<file path="config.mk">
export PLATFORM = sky130hd
export DESIGN_NAME = csf_core
export DESIGN_NICKNAME = d
export VERILOG_FILES = /design/src/core/csf_pkg.sv /design/src/core/csf_alu_if.sv /design/src/core/csf_alu.sv /design/src/core/csf_core.sv
export SDC_FILE = /design/constraint.sdc
export NUM_CORES = 1
export LEC_CHECK = 0
export CORE_MARGIN = 10
export CORE_UTILIZATION = 50
export DETAILED_ROUTE_END_ITERATION = 8
export DONT_BUFFER_PORTS = 1
export SYNTH_ARGS = -nofsm -noshare
export SYNTH_HDL_FRONTEND = slang
export SYNTH_SLANG_ARGS = --single-unit
export TNS_END_PERCENT = 5
</file>
<file path="constraint.sdc">
create_clock -name core_clk -period 4.09 [get_ports core_clk]
set_input_delay 0 -clock core_clk [delete_from_list [all_inputs] [get_ports core_clk]]
set_output_delay 0 -clock core_clk [all_outputs]
set_load 0.1 [all_outputs]
</file>
<file path="src/core/csf_pkg.sv">
// package for the core status flags and special registers block
// assumes one clock domain and an axi4-lite register bus
package csf_pkg;

    // register byte offsets
    localparam logic [7:0] OFS_WORK     = 8'h00;
    localparam logic [7:0] OFS_PC_LOW   = 8'h04;
    localparam logic [7:0] OFS_TPL      = 8'h08;
    localparam logic [7:0] OFS_TPH      = 8'h0C;
    localparam logic [7:0] OFS_TDH      = 8'h10;
    localparam logic [7:0] OFS_STATUS   = 8'h14;
    localparam logic [7:0] OFS_IRQCTL   = 8'h18;
    localparam logic [7:0] OFS_EDGE     = 8'h1C;
    localparam logic [7:0] OFS_OP       = 8'h20;
    localparam logic [7:0] OFS_PCH      = 8'h24;
    localparam logic [7:0] OFS_TDL      = 8'h28;

    // status field positions
    localparam int ST_C    = 0;
    localparam int ST_NIB  = 1;
    localparam int ST_Z    = 2;
    localparam int ST_SRF  = 3;
    localparam int ST_PWDN = 4;
    localparam int ST_WDX  = 5;
    localparam logic [7:0] ST_ARITH_MASK = 8'h0F;

    // irq control field: bit 0 global enable, bits 7..1 source enables
    localparam int IRQ_GLOBAL = 0;

    // reset values
    localparam logic [7:0] RST_BYTE   = 8'h00;
    localparam logic [4:0] RST_PAGE   = 5'h00;

    // operation codes written to the op register
    typedef enum logic [3:0] {
        CSF_OP_NONE  = 4'h0,
        CSF_OP_ADD   = 4'h1,
        CSF_OP_SUB   = 4'h2,
        CSF_OP_AND   = 4'h3,
        CSF_OP_OR    = 4'h4,
        CSF_OP_XOR   = 4'h5,
        CSF_OP_RLC   = 4'h6,
        CSF_OP_RRC   = 4'h7,
        CSF_OP_TBRD  = 4'h8,
        CSF_OP_WDCLR = 4'h9,
        CSF_OP_HALT  = 4'hA,
        CSF_OP_IRQIN = 4'hB,
        CSF_OP_IRQEX = 4'hC,
        CSF_OP_INC   = 4'hD,
        CSF_OP_DEC   = 4'hE
    } csf_op_t;

endpackage : csf_pkg

</file>
<file path="src/core/csf_alu_if.sv">
// alu request and result bundle between the core block and its alu
// assumes both ends share core_clk; purely combinational signals
`timescale 1ns/1ps
`default_nettype none
interface csf_alu_if;
    import csf_pkg::*;
    csf_op_t    op;
    logic [7:0] a;
    logic [7:0] b;
    logic       cin;
    logic [7:0] res;
    logic       c;
    logic       hc;
    logic       z;
    logic       vf;
    modport core (output op, a, b, cin, input res, c, hc, z, vf);
    modport alu  (input op, a, b, cin, output res, c, hc, z, vf);
endinterface : csf_alu_if
`default_nettype wire

</file>
<file path="src/core/csf_alu.sv">
// combinational 8-bit alu with flag generation
// assumes the core drives op and operands through the interface
`timescale 1ns/1ps
`default_nettype none
module csf_alu
    import csf_pkg::*;
(
    csf_alu_if.alu bus
);
    logic [8:0] sum;
    logic [4:0] nib;
    logic [7:0] bx;
    logic       c7;

    always_comb begin
        bx  = (bus.op == CSF_OP_SUB) ? ~bus.b : bus.b;
        sum = 9'h000;
        nib = 5'h00;
        c7  = 1'b0;
        bus.res = 8'h00;
        bus.c   = bus.cin;
        bus.hc  = 1'b0;
        bus.vf  = 1'b0;
        case (bus.op)
            CSF_OP_ADD, CSF_OP_SUB: begin
                // subtract as a + ~b + 1 so carry means no borrow
                sum = {1'b0, bus.a} + {1'b0, bx} + {8'h00, (bus.op == CSF_OP_SUB)};
                nib = {1'b0, bus.a[3:0]} + {1'b0, bx[3:0]} + {4'h0, (bus.op == CSF_OP_SUB)};
                c7  = bus.a[7] ^ bx[7] ^ sum[7];
                bus.res = sum[7:0];
                bus.c   = sum[8];
                bus.hc  = nib[4];
                bus.vf  = c7 ^ sum[8];
            end
            CSF_OP_AND: bus.res = bus.a & bus.b;
            CSF_OP_OR:  bus.res = bus.a | bus.b;
            CSF_OP_XOR: bus.res = bus.a ^ bus.b;
            CSF_OP_RLC: begin
                bus.res = {bus.a[6:0], bus.cin};
                bus.c   = bus.a[7];
            end
            CSF_OP_RRC: begin
                bus.res = {bus.cin, bus.a[7:1]};
                bus.c   = bus.a[0];
            end
            CSF_OP_INC: bus.res = bus.a + 8'h01;
            CSF_OP_DEC: bus.res = bus.a - 8'h01;
            default:    bus.res = bus.a;
        endcase
        bus.z = (bus.res == 8'h00);
    end
endmodule : csf_alu
`default_nettype wire

</file>
<file path="src/core/csf_core.sv">
// core special registers: working register, page jump, table read, status, irq control
// assumes axi4-lite master on core_clk; program memory answers table reads combinationally
`timescale 1ns/1ps
`default_nettype none
module csf_core
    import csf_pkg::*;
(
    // clock and reset
    input  wire  logic        core_clk,
    input  wire  logic        reset_n,
    // axi4-lite write
    input  wire  logic [7:0]  s_axi_awaddr,
    input  wire  logic        s_axi_awvalid,
    output logic              s_axi_awready,
    input  wire  logic [31:0] s_axi_wdata,
    input  wire  logic [3:0]  s_axi_wstrb,
    input  wire  logic        s_axi_wvalid,
    output logic              s_axi_wready,
    output logic [1:0]        s_axi_bresp,
    output logic              s_axi_bvalid,
    input  wire  logic        s_axi_bready,
    // axi4-lite read
    input  wire  logic [7:0]  s_axi_araddr,
    input  wire  logic        s_axi_arvalid,
    output logic              s_axi_arready,
    output logic [31:0]       s_axi_rdata,
    output logic [1:0]        s_axi_rresp,
    output logic              s_axi_rvalid,
    input  wire  logic        s_axi_rready,
    // program memory table port
    output logic [12:0]       table_addr,
    input  wire  logic [15:0] table_word,
    // core events
    input  wire  logic        watchdog_timeout,
    input  wire  logic        irq_entry,
    // program flow
    output logic [12:0]       program_counter,
    output logic              dummy_cycle,
    output logic [7:0]        ext_irq_edge_select,
    output logic              global_irq_enable
);
    // ------------------------------------------------------------
    // state
    // ------------------------------------------------------------
    logic [7:0] working_register_q, working_register_d;
    logic [7:0] program_counter_low_byte_q, program_counter_low_byte_d;
    logic [4:0] page_q, page_d;
    logic [7:0] table_pointer_low_q, table_pointer_low_d;
    logic [7:0] table_pointer_high_q, table_pointer_high_d;
    logic [7:0] table_data_high_latch_q, table_data_high_latch_d;
    logic [7:0] table_data_low_q, table_data_low_d;
    logic [7:0] status_q, status_d;
    logic [7:0] irq_control_first_q, irq_control_first_d;
    logic [7:0] edge_q, edge_d;
    logic       dummy_q, dummy_d;

    // bus slave state
    logic        aw_q, aw_d, w_q, w_d, b_q, b_d, r_q, r_d;
    logic [7:0]  awaddr_q, awaddr_d;
    logic [31:0] wdata_q, wdata_d, rdata_q, rdata_d;
    logic [3:0]  wstrb_q, wstrb_d;
    logic [1:0]  bresp_q, bresp_d, rresp_q, rresp_d;

    csf_alu_if alu_bus ();
    csf_alu csf_alu_i (.bus(alu_bus));

    logic       wr_fire;
    logic [7:0] wbyte;
    logic       is_arith;
    csf_op_t    op_sel;

    function automatic logic known_addr(input logic [7:0] a);
        known_addr = (a[1:0] == 2'b00) && (a <= OFS_TDL);
    endfunction : known_addr

    // ------------------------------------------------------------
    // axi4-lite slave
    // ------------------------------------------------------------
    assign s_axi_awready = !aw_q && !b_q;
    assign s_axi_wready  = !w_q && !b_q;
    assign s_axi_arready = !r_q;
    assign s_axi_bvalid  = b_q;
    assign s_axi_bresp   = bresp_q;
    assign s_axi_rvalid  = r_q;
    assign s_axi_rdata   = rdata_q;
    assign s_axi_rresp   = rresp_q;
    assign wr_fire       = aw_q && w_q && !b_q;
    assign wbyte         = wdata_q[7:0];

    always_comb begin
        aw_d = aw_q; w_d = w_q; b_d = b_q; r_d = r_q;
        awaddr_d = awaddr_q; wdata_d = wdata_q; wstrb_d = wstrb_q;
        bresp_d = bresp_q; rresp_d = rresp_q; rdata_d = rdata_q;
        if (s_axi_awvalid && s_axi_awready) begin
            aw_d = 1'b1;
            awaddr_d = s_axi_awaddr;
        end
        if (s_axi_wvalid && s_axi_wready) begin
            w_d = 1'b1;
            wdata_d = s_axi_wdata;
            wstrb_d = s_axi_wstrb;
        end
        if (wr_fire) begin
            aw_d = 1'b0;
            w_d  = 1'b0;
            b_d  = 1'b1;
            bresp_d = known_addr(awaddr_q) ? 2'b00 : 2'b10;
        end else if (b_q && s_axi_bready) begin
            b_d = 1'b0;
        end
        if (s_axi_arvalid && s_axi_arready) begin
            r_d = 1'b1;
            rresp_d = known_addr(s_axi_araddr) ? 2'b00 : 2'b10;
            if (s_axi_araddr == OFS_WORK) rdata_d = {24'h0, working_register_q};
            else if (s_axi_araddr == OFS_PC_LOW) rdata_d = {24'h0, program_counter_low_byte_q};
            else if (s_axi_araddr == OFS_TPL) rdata_d = {24'h0, table_pointer_low_q};
            else if (s_axi_araddr == OFS_TPH) rdata_d = {24'h0, table_pointer_high_q};
            else if (s_axi_araddr == OFS_TDH) rdata_d = {24'h0, table_data_high_latch_q};
            else if (s_axi_araddr == OFS_STATUS) rdata_d = {24'h0, status_q};
            else if (s_axi_araddr == OFS_IRQCTL) rdata_d = {24'h0, irq_control_first_q};
            else if (s_axi_araddr == OFS_EDGE) rdata_d = {24'h0, edge_q};
            else if (s_axi_araddr == OFS_PCH) rdata_d = {27'h0, page_q};
            else if (s_axi_araddr == OFS_TDL) rdata_d = {24'h0, table_data_low_q};
            else rdata_d = 32'h0;
        end else if (r_q && s_axi_rready) begin
            r_d = 1'b0;
        end
    end

    // ------------------------------------------------------------
    // alu operand selection
    // ------------------------------------------------------------
    always_comb begin
        op_sel = CSF_OP_NONE;
        if (wr_fire && awaddr_q == OFS_OP && wstrb_q[0]) begin
            op_sel = csf_op_t'(wbyte[3:0]);
        end
        alu_bus.op  = op_sel;
        alu_bus.a   = working_register_q;
        alu_bus.b   = wdata_q[15:8];
        alu_bus.cin = status_q[ST_C];
    end

    assign is_arith = (op_sel == CSF_OP_ADD) || (op_sel == CSF_OP_SUB) ||
                      (op_sel == CSF_OP_AND) || (op_sel == CSF_OP_OR) ||
                      (op_sel == CSF_OP_XOR) || (op_sel == CSF_OP_RLC) ||
                      (op_sel == CSF_OP_RRC) || (op_sel == CSF_OP_INC) ||
                      (op_sel == CSF_OP_DEC);

    // ------------------------------------------------------------
    // special registers
    // ------------------------------------------------------------
    always_comb begin
        working_register_d         = working_register_q;
        program_counter_low_byte_d = program_counter_low_byte_q;
        page_d                     = page_q;
        table_pointer_low_d        = table_pointer_low_q;
        table_pointer_high_d       = table_pointer_high_q;
        table_data_high_latch_d    = table_data_high_latch_q;
        table_data_low_d           = table_data_low_q;
        status_d                   = status_q;
        irq_control_first_d        = irq_control_first_q;
        edge_d                     = edge_q;
        dummy_d                    = 1'b0;
        if (wr_fire && wstrb_q[0]) begin
            // only the working register and the page take a plain move; table data latches ignore writes, others load from the working register
            if (awaddr_q == OFS_WORK) working_register_d = wbyte;
            else if (awaddr_q == OFS_PC_LOW) begin
                program_counter_low_byte_d = working_register_q;
                dummy_d = 1'b1;
            end
            else if (awaddr_q == OFS_PCH) page_d = wbyte[4:0];
            else if (awaddr_q == OFS_TPL) table_pointer_low_d = working_register_q;
            else if (awaddr_q == OFS_TPH) table_pointer_high_d = working_register_q;
            else if (awaddr_q == OFS_STATUS) begin
                // flags other than power-down and expiry behave as plain bits
                status_d = (status_q & ~ST_ARITH_MASK) | (working_register_q & ST_ARITH_MASK);
            end
            else if (awaddr_q == OFS_IRQCTL) irq_control_first_d = working_register_q;
            else if (awaddr_q == OFS_EDGE) edge_d = working_register_q;
        end
        if (is_arith) begin
            working_register_d = alu_bus.res;
            status_d[ST_Z]  = alu_bus.z;
            if (op_sel != CSF_OP_AND && op_sel != CSF_OP_OR && op_sel != CSF_OP_XOR &&
                op_sel != CSF_OP_INC && op_sel != CSF_OP_DEC) begin
                status_d[ST_C]  = alu_bus.c;
            end
            if (op_sel == CSF_OP_ADD || op_sel == CSF_OP_SUB) begin
                status_d[ST_NIB] = alu_bus.hc;
                status_d[ST_SRF] = alu_bus.vf;
            end
        end
        if (op_sel == CSF_OP_TBRD) begin
            table_data_high_latch_d = table_word[15:8];
            table_data_low_d        = table_word[7:0];
        end
        if (op_sel == CSF_OP_WDCLR) begin
            status_d[ST_PWDN] = 1'b0;
            status_d[ST_WDX]  = 1'b0;
        end
        if (op_sel == CSF_OP_HALT) begin
            status_d[ST_PWDN] = 1'b1;
            status_d[ST_WDX]  = 1'b0;
        end
        // timeout wins over a clear in the same cycle
        if (watchdog_timeout) status_d[ST_WDX] = 1'b1;
        // entry leaves status alone; only the global enable drops
        if (irq_entry || op_sel == CSF_OP_IRQIN) begin
            irq_control_first_d[IRQ_GLOBAL] = 1'b0;
        end else if (op_sel == CSF_OP_IRQEX) begin
            irq_control_first_d[IRQ_GLOBAL] = 1'b1;
        end
        status_d[7:6] = 2'b00;
    end

    always_ff @(posedge core_clk or negedge reset_n) begin
        if (!reset_n) begin
            working_register_q         <= RST_BYTE;
            program_counter_low_byte_q <= RST_BYTE;
            page_q                     <= RST_PAGE;
            table_pointer_low_q        <= RST_BYTE;
            table_pointer_high_q       <= RST_BYTE;
            table_data_high_latch_q    <= RST_BYTE;
            table_data_low_q           <= RST_BYTE;
            status_q                   <= RST_BYTE;
            irq_control_first_q        <= RST_BYTE;
            edge_q                     <= RST_BYTE;
            dummy_q                    <= 1'b0;
            aw_q <= 1'b0; w_q <= 1'b0; b_q <= 1'b0; r_q <= 1'b0;
            awaddr_q <= 8'h00; wdata_q <= 32'h0; wstrb_q <= 4'h0;
            bresp_q <= 2'b00; rresp_q <= 2'b00; rdata_q <= 32'h0;
        end else begin
            working_register_q         <= working_register_d;
            program_counter_low_byte_q <= program_counter_low_byte_d;
            page_q                     <= page_d;
            table_pointer_low_q        <= table_pointer_low_d;
            table_pointer_high_q       <= table_pointer_high_d;
            table_data_high_latch_q    <= table_data_high_latch_d;
            table_data_low_q           <= table_data_low_d;
            status_q                   <= status_d;
            irq_control_first_q        <= irq_control_first_d;
            edge_q                     <= edge_d;
            dummy_q                    <= dummy_d;
            aw_q <= aw_d; w_q <= w_d; b_q <= b_d; r_q <= r_d;
            awaddr_q <= awaddr_d; wdata_q <= wdata_d; wstrb_q <= wstrb_d;
            bresp_q <= bresp_d; rresp_q <= rresp_d; rdata_q <= rdata_d;
        end
    end

    assign table_addr          = {table_pointer_high_q[4:0], table_pointer_low_q};
    assign program_counter     = {page_q, program_counter_low_byte_q};
    assign dummy_cycle         = dummy_q;
    assign ext_irq_edge_select = edge_q;
    assign global_irq_enable   = irq_control_first_q[IRQ_GLOBAL];

    // ------------------------------------------------------------
    // checks
    // ------------------------------------------------------------
    // reference values built apart from the alu, so the checks do not echo it
    logic [8:0] chk_sum;
    logic [4:0] chk_nib;
    logic       chk_ovf;
    logic       chk_no_borrow;
    assign chk_sum       = {1'b0, working_register_q} + {1'b0, wdata_q[15:8]};
    assign chk_nib       = {1'b0, working_register_q[3:0]} + {1'b0, wdata_q[11:8]};
    assign chk_ovf       = (working_register_q[7] == wdata_q[15]) && (chk_sum[7] != working_register_q[7]);
    assign chk_no_borrow = (working_register_q >= wdata_q[15:8]);
endmodule : csf_core
`default_nettype wire

</file>
==> run metrics <==
status complete, no violations; DRT iter0 DRCs 449; Max IR drop VDD 468.7 uV; Hold Startpoint s_axi_araddr[2]; most common cell after layout, fill and taps aside dfrtp_1; H-tree lvl count 4; Hold Path Sink s_axi_rdata[3]; total track usage 0.2226; most frequent cells in the layout dfrtp_1 (115), nand2_1 (92), o21ai_0 (74), dlygate4sd3_1 (51), nor2_1 (46); FFs w/ async S/R, synth 1.000; Final nets 875; Fin Clk Skew 0.009494 ns; Die X-Extent 136.5 um; final worst setup slack 0.2535 ns; CP required 4.42 ns; worst slew pin tran 1.064 ns; core area 13300 um^2; Worst Setup End Kind register; Post-DP HPWL 14540 um; sequential share of the synthesized area 0.4238; Worst-path clk slew 0.06 ns; final std cells w/o fill 960; FF-to-FF path depth 14; CTS tree yes; Syn Inst Count 723; startpoint types register; Hold Crit Depth 3; Rows 42; clk_lat worst skew 0.42 ns; GPL Wtd Cong 0.9068; vias 5630; Die ar. 18640 um^2; #FFs+latches synth 115; hold crit path type input port to register; setup_tns 0 ns; DR WL/cell 21.39 um; vias in the first global route 5645; grt ovf 0; Yosys cell types 70; Die Y 136.5 um; Post-Syn Area 6790 um^2; Hold Fails Final Rpt 0; Worst R2R End status_q[2]; initial antenna violation count 0; first-pass GRT wire length 32160 um; critical path fanouts, max 8; RSZ-0062 raised after global routing no; Ys Warns 0; largest net degree at the start of global routing 116; Slew Viols, Final 0; dominant synthesized flop cell dfrtp_1; Crit Path Class register to register; area grow syn2layout 18.26%; Rel. slew slack 0.2900; r2r startpoint awaddr_q[2]; Root Driver clkbuf_16; DRT antenna net count 0; share of layout cells above drive strength 1 0.1314; DRC viols 0; setup violators final 0; initial core utilization 0.5107; WP data arrival 4.16 ns; placed cell count 878; fin crit period 3.836 ns; Max-cap violations 0; DRT Pass-1 Iters 5; total I/O pin count 154; pwr dens 586.9 nW/um^2; Post-synth EDFFs 0; Hold Slack 0.01726 ns; antenna cells 0; post-CTS setup-driven buffer insertion count 0; Avg Cell Area, Syn 9.392 um^2; CTS Buffer Depth 2; leakage power 3.433 nW; CTS Buf Count 17; r2r setup slk 0.25 ns; period utilization 0.9380; via/cell ratio 5.865; final WL 20530 um; fmax 260.7 MHz; Sink Count 115; Setup WS pre-CTS 0.2484 ns; # port buffers 0
==> repair_timing <==
| action | CTS | global route |
|---|---|---|
| hold buffers | 52 | 0 |
| endpoints found under the hold margin | 165 | 0 |
| gates resized for setup | 0 | 2 |
| setup endpoints to repair | 0 | 1 |
==> worst max path at each step <==
stage | startpoint | end | slack, ns | depth (start not counted)
4_1_cts | awaddr_q[2] | status_q[2] | 0.22 | 14
3_3_place_gp | awaddr_q[2] | status_q[2] | 0.38 | 14
6_report | awaddr_q[2] | status_q[2] | 0.25 | 14
3_5_place_dp | awaddr_q[2] | status_q[2] | 0.25 | 14
2_1_floorplan | s_axi_bvalid | alu_bus.a[7] | 0.18 | 14
5_1_grt | awaddr_q[2] | status_q[2] | 0.06 | 13
==> logic make-up after synthesis <==
| logic type | share of synthesized area |
|---|---|
| and+or+nand+nor | 0.1692 |
| other | 0.0005523 |
| xor gates and xnor gates | 0.02193 |
| muxes | 0.1017 |
| DFF | 0.4238 |
| AOI/OAI and AO/OA | 0.1647 |
| buffers and inverters | 0.07094 |
| adders and majority gates | 0.04717 |
==> power breakdown <==
| part | internal (W) | switching, W | total, W |
|---|---|---|---|
| Clock | 0.000987 | 0.000529 | 0.00152 |
| Sequential | 0.00133 | 0.000446 | 0.00177 |
| Combinational | 0.000506 | 0.000918 | 0.00142 |
==> worst max-delay path: stages, from the launching register on <==
cell      delay, ns
dfrtp_1        0.46
or4_4          0.62
nor3_1         0.25
and3_1         0.25
buf_4          0.20
xnor2_1        0.15
ha_1           0.32
a21o_1         0.21
a21oi_1        0.20
nor2_1         0.09
a211oi_2       0.29
xor2_1         0.17
o2111a_1       0.23
nand4_1        0.14
o21ai_1        0.19
==> stage by stage <==
stage            util  area, um^2  total power (W)
6_report       0.6040        8030         0.004713
5_1_grt        0.6040        8030         0.004941
4_1_cts        0.6030        8018         0.004705
3_5_place_dp   0.5171        6875         0.003119
3_3_place_gp   0.5171        6875         0.003079
2_1_floorplan       -        6884         0.002802
==> registers in the layout, indices dropped and copies added, names as in the netlist, 5 cells and up <==
signal	cells
program_counter_low_byte_q	8
s_axi_rdata	8
ext_irq_edge_select	8
irq_control_first_q	8
table_pointer_high_q	8
wdata_q	16
page_q	5
table_data_high_latch_q	8
table_data_low_q	8
awaddr_q	8
table_pointer_low_q	8
status_q	6
alu_bus.a	8
==> metal layers <==
| layer | up-vias | wire, um | part of all wire | track usage |
|---|---|---|---|---|
| met5 | - | 0 | 0 | 0 |
| met4 | 0 | 210 | 0.010 | 0.06391 |
| met3 | 20 | 1641 | 0.080 | 0.06891 |
| met2 | 230 | 10510 | 0.51 | 0.3815 |
| met1 | 2746 | 8170 | 0.40 | 0.2626 |
| li1 | 2634 | - | - | - |
==> cell type report <==
type / count / area [um^2]
Fill cell: 1180 / 5265
Clock buffer: 23 / 508.0
Clock inverter: 7 / 96.34
Multi-Input combinational cell: 542 / 3542
Tap cell: 176 / 220.2
Inverter: 24 / 90.09
Timing Repair Buffer: 73 / 695.7
Sequential cell: 115 / 2878
==> cells in the mapped netlist, drive strengths merged, types with 8 or more instances <==
master,n,share of area
a21oi,33,0.024
a22oi,11,0.012
buf,37,0.041
clkbuf,30,0.017
dfrtp,115,0.42
ha,24,0.044
inv,17,0.0094
mux2,38,0.063
mux2i,24,0.035
nand2,92,0.051
nand3,9,0.0066
nor2,48,0.027
nor2b,8,0.0074
nor3,23,0.017
nor4,10,0.011
o21ai,75,0.055
o22ai,8,0.0074
xnor2,14,0.018
Power figures use the tool's default switching activity.
